--- config.mk ---
export PLATFORM = sky130hd
export DESIGN_NAME = scs_top
export DESIGN_NICKNAME = d
export VERILOG_FILES = /design/src/pkg/scs_pkg.sv /design/src/pkg/scs_flt_if.sv /design/src/core/scs_flt.sv /design/src/core/scs_top.sv
export VERILOG_INCLUDE_DIRS = /design/src /design/src/pkg
export SDC_FILE = /design/constraint.sdc
export NUM_CORES = 2
export LEC_CHECK = 0
export BUFFER_PORTS_ARGS = -buffer_cell sky130_fd_sc_hd__buf_2
export CAP_MARGIN = 20
export CORE_MARGIN = 3
export CORE_UTILIZATION = 40
export CTS_CLUSTER_SIZE = 8
export DETAILED_ROUTE_END_ITERATION = 12
export PLACE_DENSITY = 0.52
export SYNTH_ARGS = -nofsm -noshare
export SYNTH_HDL_FRONTEND = slang
export SYNTH_SLANG_ARGS = --single-unit
--- constraint.sdc ---
create_clock -name i_core_clk -period 13.8 [get_ports i_core_clk]
set_clock_uncertainty 0.15 [all_clocks]
set_input_delay 0.69 -clock i_core_clk [delete_from_list [all_inputs] [get_ports i_core_clk]]
set_output_delay 0.69 -clock i_core_clk [all_outputs]
set_load 0.005 [all_outputs]
--- src/pkg/scs_regs.svh ---
// Purpose: offsets, reset values, limits and timing counts of the speed command path
// Assumes: 16-bit parameter words at their communication addresses
// Notes:   definitions only
`ifndef SCS_REGS_SVH
`define SCS_REGS_SVH

`define SCS_ADDR_LPF        16'h010c
`define SCS_ADDR_ACC        16'h0144
`define SCS_ADDR_DEC        16'h0146
`define SCS_ADDR_TSL        16'h0148

`define SCS_RST_LPF         16'h0000
`define SCS_RST_ACC         16'h00c8
`define SCS_RST_DEC         16'h00c8
`define SCS_RST_TSL         16'h0000

`define SCS_TIME_MIN        16'h0001
`define SCS_ACC_MAX         16'h4e20
`define SCS_TSL_MAX         16'h2710
`define SCS_LPF_MAX         16'h03e8
`define SCS_SCALE_MAX       16'h2710
`define SCS_PRESET_MAX      18'h0c350
// Analog full scale at the largest scale setting, 10000 r/min in counts
`define SCS_CMD_MAX         18'h186a0

// 3000 r/min expressed in 0.1 r/min counts
`define SCS_RAMP_SPAN       32'h00007530
// r/min to 0.1 r/min counts
`define SCS_RPM_TO_CNT      37'h000000000a
// Analog code full scale (+10 V) is 2^15
`define SCS_ANA_FS_SHIFT    15
`define SCS_LPF_SHIFT       10
`define SCS_FRAC_BITS       16

`define SCS_CLK_NS          25
`define SCS_MS_NS           1000000
`define SCS_CYC_PER_MS      (`SCS_MS_NS / `SCS_CLK_NS)
// Filter update period per ms of time constant, rounded down
`define SCS_LPF_CYC_PER_MS  (`SCS_CYC_PER_MS >> `SCS_LPF_SHIFT)

`endif

--- src/pkg/scs_pkg.sv ---
// Purpose: types of the speed command path
// Assumes: command unit is 0.1 r/min
// Notes:   constants live in scs_regs.svh
package scs_pkg;

    typedef logic signed [17:0] scs_cmd_t;
    typedef logic [15:0]        scs_word_t;

    typedef enum logic [1:0] {
        SCS_MODE_S  = 2'b00,
        SCS_MODE_SZ = 2'b01,
        SCS_MODE_T  = 2'b10,
        SCS_MODE_TZ = 2'b11
    } scs_mode_t;

    typedef enum logic [1:0] {
        SCS_SRC_ANALOG = 2'b00,
        SCS_SRC_ZERO   = 2'b01,
        SCS_SRC_PRESET = 2'b10
    } scs_src_t;

endpackage

--- src/pkg/scs_flt_if.sv ---
// Purpose: carrier between the command path and a first-order smoothing stage
// Assumes: one clock domain
// Notes:   tau in ms, zero means pass-through
`timescale 1ns/1ps
interface scs_flt_if;
    import scs_pkg::*;
    scs_cmd_t  x;
    scs_word_t tau;
    scs_cmd_t  y;

    modport src  (output x, output tau, input y);
    modport filt (input x, input tau, output y);
endinterface

--- src/core/scs_flt.sv ---
// Purpose: first-order low-pass stage with time constant in ms
// Assumes: tau changes rarely; input x from same clock
// Notes:   step of 1/1024 of the error every tau*CYC_PER_UNIT cycles
`timescale 1ns/1ps
`include "scs_regs.svh"
module scs_flt #(
    parameter int unsigned CYC_PER_UNIT = 39
) (
    input  wire logic   i_core_clk,
    input  wire logic   i_resetn,
    scs_flt_if.filt     flt
);
    import scs_pkg::*;

    logic        [31:0] tick_cnt;
    logic        [31:0] tick_len;
    logic               tick;
    logic signed [34:0] y_fix;
    logic signed [34:0] x_fix;
    logic signed [34:0] err;

    assign tick_len = 32'(flt.tau) * 32'(CYC_PER_UNIT);
    assign tick     = (tick_cnt + 32'h00000001 >= tick_len);
    assign x_fix    = {flt.x[17], flt.x, 16'h0000};
    assign err      = x_fix - y_fix;

    always_ff @(posedge i_core_clk or negedge i_resetn) begin
        if (!i_resetn) begin
            tick_cnt <= 32'h00000000;
        end else if (flt.tau == 16'h0000 || tick) begin
            tick_cnt <= 32'h00000000;
        end else begin
            tick_cnt <= tick_cnt + 32'h00000001;
        end
    end

    // 1024 updates of 1/1024 give roughly one time constant
    always_ff @(posedge i_core_clk or negedge i_resetn) begin
        if (!i_resetn) begin
            y_fix <= 35'h000000000;
        end else if (flt.tau == 16'h0000) begin
            y_fix <= x_fix;
        end else if (tick) begin
            y_fix <= y_fix + (err >>> `SCS_LPF_SHIFT);
        end
    end

    assign flt.y = y_fix[33:16];

endmodule // scs_flt

--- src/core/scs_top.sv ---
// Purpose: speed command select, S-curve shaping and command end low-pass filter
// Assumes: analog code is signed, +32767 near +10 V; presets, scale and mode come from the parameter store
// Notes:   command counts are 0.1 r/min
// Notes on behaviour
// With both select bits low the command is zero in zero speed mode and the scaled analog input otherwise.
// With a nonzero select code the command is preset 1, 2 or 3 for codes 01, 10 and 11.
// A new preset takes effect as soon as the select inputs change, with no trigger pulse.
// Presets are signed, limited to -50000..50000, one count being 0.1 r/min.
// The analog input spans -10 V..+10 V and is scaled to speed by the maximum analog speed setting.
// In torque modes the selected command is flagged as a speed limit instead of a target.
// Speed changes are shaped so that acceleration stays continuous.
// The acceleration time sets ms from 0 to 3000 r/min, accepts 1..20000, resets to 200.
// The deceleration time sets ms from 3000 r/min to 0, accepts 1..20000, resets to 200.
// The smoothing time sets the corner rounding in ms, accepts 0..10000, resets to 0 which disables it.
// With the analog source and zero smoothing time the S-curve shaping is bypassed.
// Acceleration, deceleration and smoothing settings are held independently.
// The analog command passes the same shaping profile with separate up and down slopes.
// A command end low-pass filter with time constant 0..1000 ms, reset 0 meaning disabled, follows.
// The command goes through the S-curve shaper first and the low-pass filter second.
`timescale 1ns/1ps
`include "scs_regs.svh"
module scs_top #(
    parameter int unsigned CYC_PER_MS = `SCS_CYC_PER_MS
) (
    input  wire logic              i_core_clk,
    input  wire logic              i_resetn,
    input  wire logic              i_speed_select_bit0,
    input  wire logic              i_speed_select_bit1,
    input  wire logic signed [15:0] i_analog_speed_ref,
    input  wire scs_pkg::scs_mode_t i_control_mode_select,
    input  wire scs_pkg::scs_cmd_t i_internal_speed_preset_1,
    input  wire scs_pkg::scs_cmd_t i_internal_speed_preset_2,
    input  wire scs_pkg::scs_cmd_t i_internal_speed_preset_3,
    input  wire scs_pkg::scs_word_t i_analog_max_speed_scale,
    input  wire logic [15:0]       i_par_addr,
    input  wire logic              i_par_wr,
    input  wire logic              i_par_rd,
    input  wire scs_pkg::scs_word_t i_par_wdata,
    output logic                   o_par_ack,
    output scs_pkg::scs_word_t     o_par_rdata,
    output scs_pkg::scs_cmd_t      o_speed_cmd,
    output logic                   o_cmd_is_limit,
    output scs_pkg::scs_src_t      o_cmd_source,
    output logic                   o_ramp_settled
);
    import scs_pkg::*;

    scs_word_t          analog_cmd_lowpass_time;
    scs_word_t          accel_time_const;
    scs_word_t          decel_time_const;
    scs_word_t          scurve_smoothing_time;

    logic [1:0]         sel_meta;
    logic [1:0]         sel_sync;
    logic [1:0]         sel_pins;

    scs_cmd_t           preset_1;
    scs_cmd_t           preset_2;
    scs_cmd_t           preset_3;
    scs_word_t          scale_c;
    logic signed [36:0] ana_prod;
    scs_cmd_t           ana_cmd;
    scs_cmd_t           target;
    scs_src_t           src;

    scs_cmd_t           ramp;
    logic [31:0]        ramp_acc;
    logic [31:0]        ramp_sum;
    logic [31:0]        ramp_lim;
    logic               use_accel;
    logic               bypass;

    scs_flt_if          smooth_if ();
    scs_flt_if          lpf_if ();

    function automatic scs_word_t clamp_word(scs_word_t v, scs_word_t lo, scs_word_t hi);
        scs_word_t r;
        r = v;
        if (v < lo) begin
            r = lo;
        end else if (v > hi) begin
            r = hi;
        end
        return r;
    endfunction

    function automatic scs_cmd_t clamp_preset(scs_cmd_t v);
        scs_cmd_t r;
        r = v;
        if (v > $signed(`SCS_PRESET_MAX)) begin
            r = `SCS_PRESET_MAX;
        end else if (v < -$signed(`SCS_PRESET_MAX)) begin
            r = -$signed(`SCS_PRESET_MAX);
        end
        return r;
    endfunction

    // Select pins come from outside: two flops per bit before use
    assign sel_pins = {i_speed_select_bit1, i_speed_select_bit0};

    genvar gi;
    generate
        for (gi = 0; gi < 2; gi++) begin : g_sel_sync
            always_ff @(posedge i_core_clk or negedge i_resetn) begin
                if (!i_resetn) begin
                    sel_meta[gi] <= 1'b0;
                    sel_sync[gi] <= 1'b0;
                end else begin
                    sel_meta[gi] <= sel_pins[gi];
                    sel_sync[gi] <= sel_meta[gi];
                end
            end
        end
    endgenerate

    // Parameter writes, out-of-range values are clamped, each word kept apart
    always_ff @(posedge i_core_clk or negedge i_resetn) begin
        if (!i_resetn) begin
            analog_cmd_lowpass_time <= `SCS_RST_LPF;
            accel_time_const        <= `SCS_RST_ACC;
            decel_time_const        <= `SCS_RST_DEC;
            scurve_smoothing_time   <= `SCS_RST_TSL;
        end else if (i_par_wr) begin
            unique case (i_par_addr)
                `SCS_ADDR_LPF: begin
                    analog_cmd_lowpass_time <= clamp_word(i_par_wdata, 16'h0000, `SCS_LPF_MAX);
                end
                `SCS_ADDR_ACC: begin
                    accel_time_const <= clamp_word(i_par_wdata, `SCS_TIME_MIN, `SCS_ACC_MAX);
                end
                `SCS_ADDR_DEC: begin
                    decel_time_const <= clamp_word(i_par_wdata, `SCS_TIME_MIN, `SCS_ACC_MAX);
                end
                `SCS_ADDR_TSL: begin
                    scurve_smoothing_time <= clamp_word(i_par_wdata, 16'h0000, `SCS_TSL_MAX);
                end
                default: begin
                end
            endcase
        end
    end

    // Read answers one cycle later; unmapped addresses read zero
    always_ff @(posedge i_core_clk or negedge i_resetn) begin
        if (!i_resetn) begin
            o_par_ack   <= 1'b0;
            o_par_rdata <= 16'h0000;
        end else begin
            o_par_ack <= i_par_rd | i_par_wr;
            if (i_par_rd) begin
                unique case (i_par_addr)
                    `SCS_ADDR_LPF: o_par_rdata <= analog_cmd_lowpass_time;
                    `SCS_ADDR_ACC: o_par_rdata <= accel_time_const;
                    `SCS_ADDR_DEC: o_par_rdata <= decel_time_const;
                    `SCS_ADDR_TSL: o_par_rdata <= scurve_smoothing_time;
                    default:       o_par_rdata <= 16'h0000;
                endcase
            end
        end
    end

    assign preset_1 = clamp_preset(i_internal_speed_preset_1);
    assign preset_2 = clamp_preset(i_internal_speed_preset_2);
    assign preset_3 = clamp_preset(i_internal_speed_preset_3);
    assign scale_c  = clamp_word(i_analog_max_speed_scale, 16'h0000, `SCS_SCALE_MAX);

    // Full scale code maps to the maximum analog speed, in 0.1 r/min
    assign ana_prod = 37'(i_analog_speed_ref) * 37'($signed({1'b0, scale_c})) * `SCS_RPM_TO_CNT;
    assign ana_cmd  = ana_prod[`SCS_ANA_FS_SHIFT +: 18];

    // Pure function of the synchronised pins, the mode and the source values, no trigger needed
    always_comb begin
        target = 18'h00000;
        src    = SCS_SRC_ZERO;
        unique case (sel_sync)
            2'b00: begin
                if (i_control_mode_select == SCS_MODE_SZ || i_control_mode_select == SCS_MODE_TZ) begin
                    target = 18'h00000;
                    src    = SCS_SRC_ZERO;
                end else begin
                    target = ana_cmd;
                    src    = SCS_SRC_ANALOG;
                end
            end
            2'b01: begin
                target = preset_1;
                src    = SCS_SRC_PRESET;
            end
            2'b10: begin
                target = preset_2;
                src    = SCS_SRC_PRESET;
            end
            2'b11: begin
                target = preset_3;
                src    = SCS_SRC_PRESET;
            end
        endcase
    end

    // Moving away from zero uses the accel slope, toward zero the decel slope
    assign use_accel = ((ramp >= 0) && (target > ramp)) || ((ramp <= 0) && (target < ramp));
    assign ramp_lim  = 32'(use_accel ? accel_time_const : decel_time_const) * 32'(CYC_PER_MS);
    assign ramp_sum  = ramp_acc + `SCS_RAMP_SPAN;
    assign bypass    = (src == SCS_SRC_ANALOG) && (scurve_smoothing_time == 16'h0000);

    // Span is below one time unit of cycles, so at most one count per cycle
    always_ff @(posedge i_core_clk or negedge i_resetn) begin
        if (!i_resetn) begin
            ramp     <= 18'h00000;
            ramp_acc <= 32'h00000000;
        end else if (bypass) begin
            ramp     <= target;
            ramp_acc <= 32'h00000000;
        end else if (ramp == target) begin
            ramp_acc <= 32'h00000000;
        end else if (ramp_sum >= ramp_lim) begin
            ramp_acc <= ramp_sum - ramp_lim;
            if (target > ramp) begin
                ramp <= ramp + 18'h00001;
            end else begin
                ramp <= ramp - 18'h00001;
            end
        end else begin
            ramp_acc <= ramp_sum;
        end
    end

    // Rounding stage after the trapezoid keeps acceleration continuous
    assign smooth_if.x   = ramp;
    assign smooth_if.tau = bypass ? 16'h0000 : scurve_smoothing_time;

    scs_flt #(
        .CYC_PER_UNIT (CYC_PER_MS >> `SCS_LPF_SHIFT)
    ) u_smooth (
        .i_core_clk (i_core_clk),
        .i_resetn   (i_resetn),
        .flt        (smooth_if)
    );

    assign lpf_if.x   = smooth_if.y;
    assign lpf_if.tau = analog_cmd_lowpass_time;

    scs_flt #(
        .CYC_PER_UNIT (CYC_PER_MS >> `SCS_LPF_SHIFT)
    ) u_lpf (
        .i_core_clk (i_core_clk),
        .i_resetn   (i_resetn),
        .flt        (lpf_if)
    );

    always_ff @(posedge i_core_clk or negedge i_resetn) begin
        if (!i_resetn) begin
            o_speed_cmd    <= 18'h00000;
            o_cmd_is_limit <= 1'b0;
            o_cmd_source   <= SCS_SRC_ANALOG;
            o_ramp_settled <= 1'b1;
        end else begin
            o_speed_cmd    <= lpf_if.y;
            o_cmd_is_limit <= (i_control_mode_select == SCS_MODE_T) ||
                              (i_control_mode_select == SCS_MODE_TZ);
            o_cmd_source   <= src;
            o_ramp_settled <= (ramp == target);
        end
    end

endmodule // scs_top

==> results.json <==
{
  "grt_pass1_wl_mm": 167,
  "worstReg2RegStart": "sel_sync[1]",
  "synth_cells": 4476,
  "reg2reg_to": "ramp[3]",
  "finalCritPeriodShare_pct": 122,
  "cts_made_buffers": 44,
  "fillCellCount": 9147,
  "htreeDepth": 2,
  "firstDrtPassIters": 7,
  "cp_slowest_stage_delay_ns": 0.53,
  "grt_overflow": 0,
  "layout.area.seq_um2": 7190,
  "finalSetupViolations": 44,
  "wl_mm": 101,
  "drc_errors": 0,
  "cts_tree": "done",
  "cp-end-kind": "flip-flop",
  "cp.required_ns": 14.06,
  "synth_compound_area_share_pct": 15.7,
  "root_buffer": "clkbuf_16",
  "r2r_setup_slack_ns": 3.18,
  "drt_iter0_markers": 1675,
  "synthAdderAreaFrac_pct": 32.4,
  "antenna_found_initial": 3,
  "cts.sinks": 287,
  "core_area_um2": 94000,
  "status": "complete, but fails checks",
  "route.vias.total": 32400,
  "grt_pass1_vias": 32000,
  "wl_per_cell_um": 15.9,
  "violations": "setup timing",
  "synth-seq-cells": 287,
  "gp_congestion": 0.854,
  "syn_area_um2": 38200,
  "drv_slew": 0,
  "setup_ws_ns": -3.00,
  "syn_avg_cell_area_um2": 8.53,
  "arrival_ns": 17.06,
  "tightest_slew_ns": 1.05,
  "holdWs_ns": 0.0361,
  "start_util_pct": 40.6,
  "clk_pin_slew_ns": 0.06,
  "synthFlopType": "dfrtp_1",
  "via_per_inst": 5.10,
  "drtAntennaViolNets": 0,
  "ys_types": 88,
  "fmax_ghz": 0.0595,
  "final_cell_mix": "inv_1, ha_1, buf_4",
  "start_kind": "input port",
  "mostFrequentLayoutCell": "inv_1",
  "slowest_stage": "fa_1",
  "dieWidth_um": 315,
  "rows": 112,
  "slew_headroom_pct": 29.1,
  "min_path_type": "input port to async pin",
  "r2r_cells": 53,
  "synthSimpleGateAreaFrac_pct": 16.8,
  "portBuffers": 164,
  "place_area_um2": 44000,
  "synthMuxAreaShare_pct": 1.41,
  "dieHeight_um": 315,
  "synthArstFlopShare_pct": 100,
  "cts_hold_buf": 0,
  "clkLatencyLatePin_ns": 0.58,
  "synth_enable_flop_cells": 0,
  "synth_top_family_by_area": "adder cells",
  "die_area_um2": 99200,
  "rsz0062_at_grt": "yes",
  "cts_max_path_buffers": 3,
  "final-hold-violation-count": 0,
  "yosysWarnings": 0,
  "final_cell_area_um2": 46600,
  "hpwl_mm": 81.3,
  "synthXorXnorAreaFrac_pct": 7.11,
  "seq_area_frac_synth_pct": 18.8,
  "crit_type": "input port to flip-flop",
  "grt_max_degree": 116,
  "multi_input_area_um2": 29300,
  "fin_setup_tns_ns": -126.33,
  "drive_above_1_share_pct": 18.5,
  "critPathMaxFanout": 8,
  "fin_util_pct": 49.5,
  "ios": 165,
  "num-nets-final": 6031,
  "fin_crit_ns": 16.80,
  "drv_cap": 0,
  "areaGrowthSynthToFinish_pct": 21.9,
  "track_usage_pct": 20.4
}
-- per-stage QoR --
stage                     instances  setup WS (ns)
final                          6360          -3.00
after global routing           6359          -3.82
after CTS                      6343          -3.08
after detailed placement       6241          -4.01
after global placement         6241          -3.71
after floorplan                4524          -3.03
-- worst max path at each step --
stage,startpoint,end,slack [ns],cells past startpoint
floorplan,i_analog_max_speed_scale[11],ramp[5],-3.03,83
global placement,i_analog_max_speed_scale[11],ramp_acc[7],-3.71,83
detailed placement,i_analog_max_speed_scale[11],ramp_acc[10],-4.01,84
global route,i_analog_max_speed_scale[5],ramp[2],-3.82,87
CTS,i_analog_max_speed_scale[12],ramp[2],-3.08,81
finish,i_analog_max_speed_scale[5],ramp[3],-3.00,86
-- sequential cells by signal (all words and copies together) (netlist names) --
signal and cells:
accel_time_const 16, o_ramp_settled 1, analog_cmd_lowpass_time 16, u_lpf.y_fix 35, o_speed_cmd 18, ramp_acc 28, sel_sync 2, u_smooth.tick_cnt 32
u_lpf.tick_cnt 32, o_par_ack 1, ramp 18, o_cmd_is_limit 1, o_par_rdata 16, scurve_smoothing_time 16, decel_time_const 16, o_cmd_source 2
sel_meta 2, u_smooth.y_fix 35
-- worst max-delay path: cells and delay by family --
kind / cells / cell delay [ns]
multiplexers: 2 / 0.66
XOR/XNOR: 7 / 1.17
adder cells (fa/ha/maj): 16 / 6.03
AO/OA/AOI/OAI: 30 / 4.69
buffers and inverters: 16 / 1.67
AND/OR/NAND/NOR: 15 / 2.13
-- cell families after synthesis --
| group | count (synthesis) |
|---|---|
| AND/OR/NAND/NOR | 1314 |
| AO/OA/AOI/OAI | 920 |
| adder cells (fa/ha/maj) | 822 |
| buffers and inverters | 770 |
| XOR/XNOR | 310 |
| flip-flops | 287 |
| multiplexers | 51 |
| other | 2 |
-- cell usage after synthesis (18+ instances only) --
| library cell | instances | share of area, % |
|---|---|---|
| a211oi_1 | 33 | 0.65 |
| a21o_1 | 101 | 2.0 |
| a21oi_1 | 265 | 3.5 |
| a221oi_1 | 22 | 0.50 |
| a22o_1 | 20 | 0.46 |
| a31oi_1 | 29 | 0.48 |
| and2_1 | 134 | 2.2 |
| and3_1 | 61 | 1.0 |
| buf_2 | 19 | 0.25 |
| clkbuf_1 | 111 | 1.1 |
| dfrtp_1 | 280 | 18 |
| fa_1 | 280 | 15 |
| ha_1 | 542 | 18 |
| inv_1 | 635 | 6.2 |
| mux2_2 | 22 | 0.65 |
| mux2i_1 | 29 | 0.76 |
| nand2_1 | 368 | 3.6 |
| nand2b_1 | 51 | 0.84 |
| nand3_1 | 91 | 1.2 |
| nand4_1 | 39 | 0.64 |
| nor2_1 | 317 | 3.1 |
| nor2b_1 | 58 | 0.95 |
| nor3_1 | 78 | 1.0 |
| nor4_1 | 29 | 0.48 |
| o21a_1 | 45 | 0.88 |
| o21ai_0 | 178 | 2.3 |
| o21bai_1 | 25 | 0.49 |
| o22ai_1 | 24 | 0.39 |
| o31ai_1 | 32 | 0.63 |
| or2_2 | 18 | 0.29 |
| or3_1 | 19 | 0.31 |
| xnor2_1 | 192 | 4.4 |
| xor2_1 | 118 | 2.7 |
-- repair_timing --
action,in CTS,in global routing
buffers inserted,30,19
cloned,4,1
setup endpoints to repair,44,44
pin swaps,50,61
gates resized for setup,97,85
-- layer usage --
metal  wire, µm  up-vias  GRT usage (%)
met2      46800      511           33.6
li1           -    16300              -
met4       1450        0           3.53
met1      49300    15500           29.4
met3       3620       87           2.07
met5          0        -              0
-- area by class of cell --
type                    count  area share (%)
multi-input cells        3468            63.0
flip-flops and latches    287            15.4
repair buffers            646            10.2
inverters                 636            5.13
well taps                1254            3.37
clock buffers              64            2.70
clock inverters             4           0.126
diodes                      1         0.00538
Power is not shown: default switching activity piles up to over one toggle a cycle in this logic, so the estimate is an artifact.
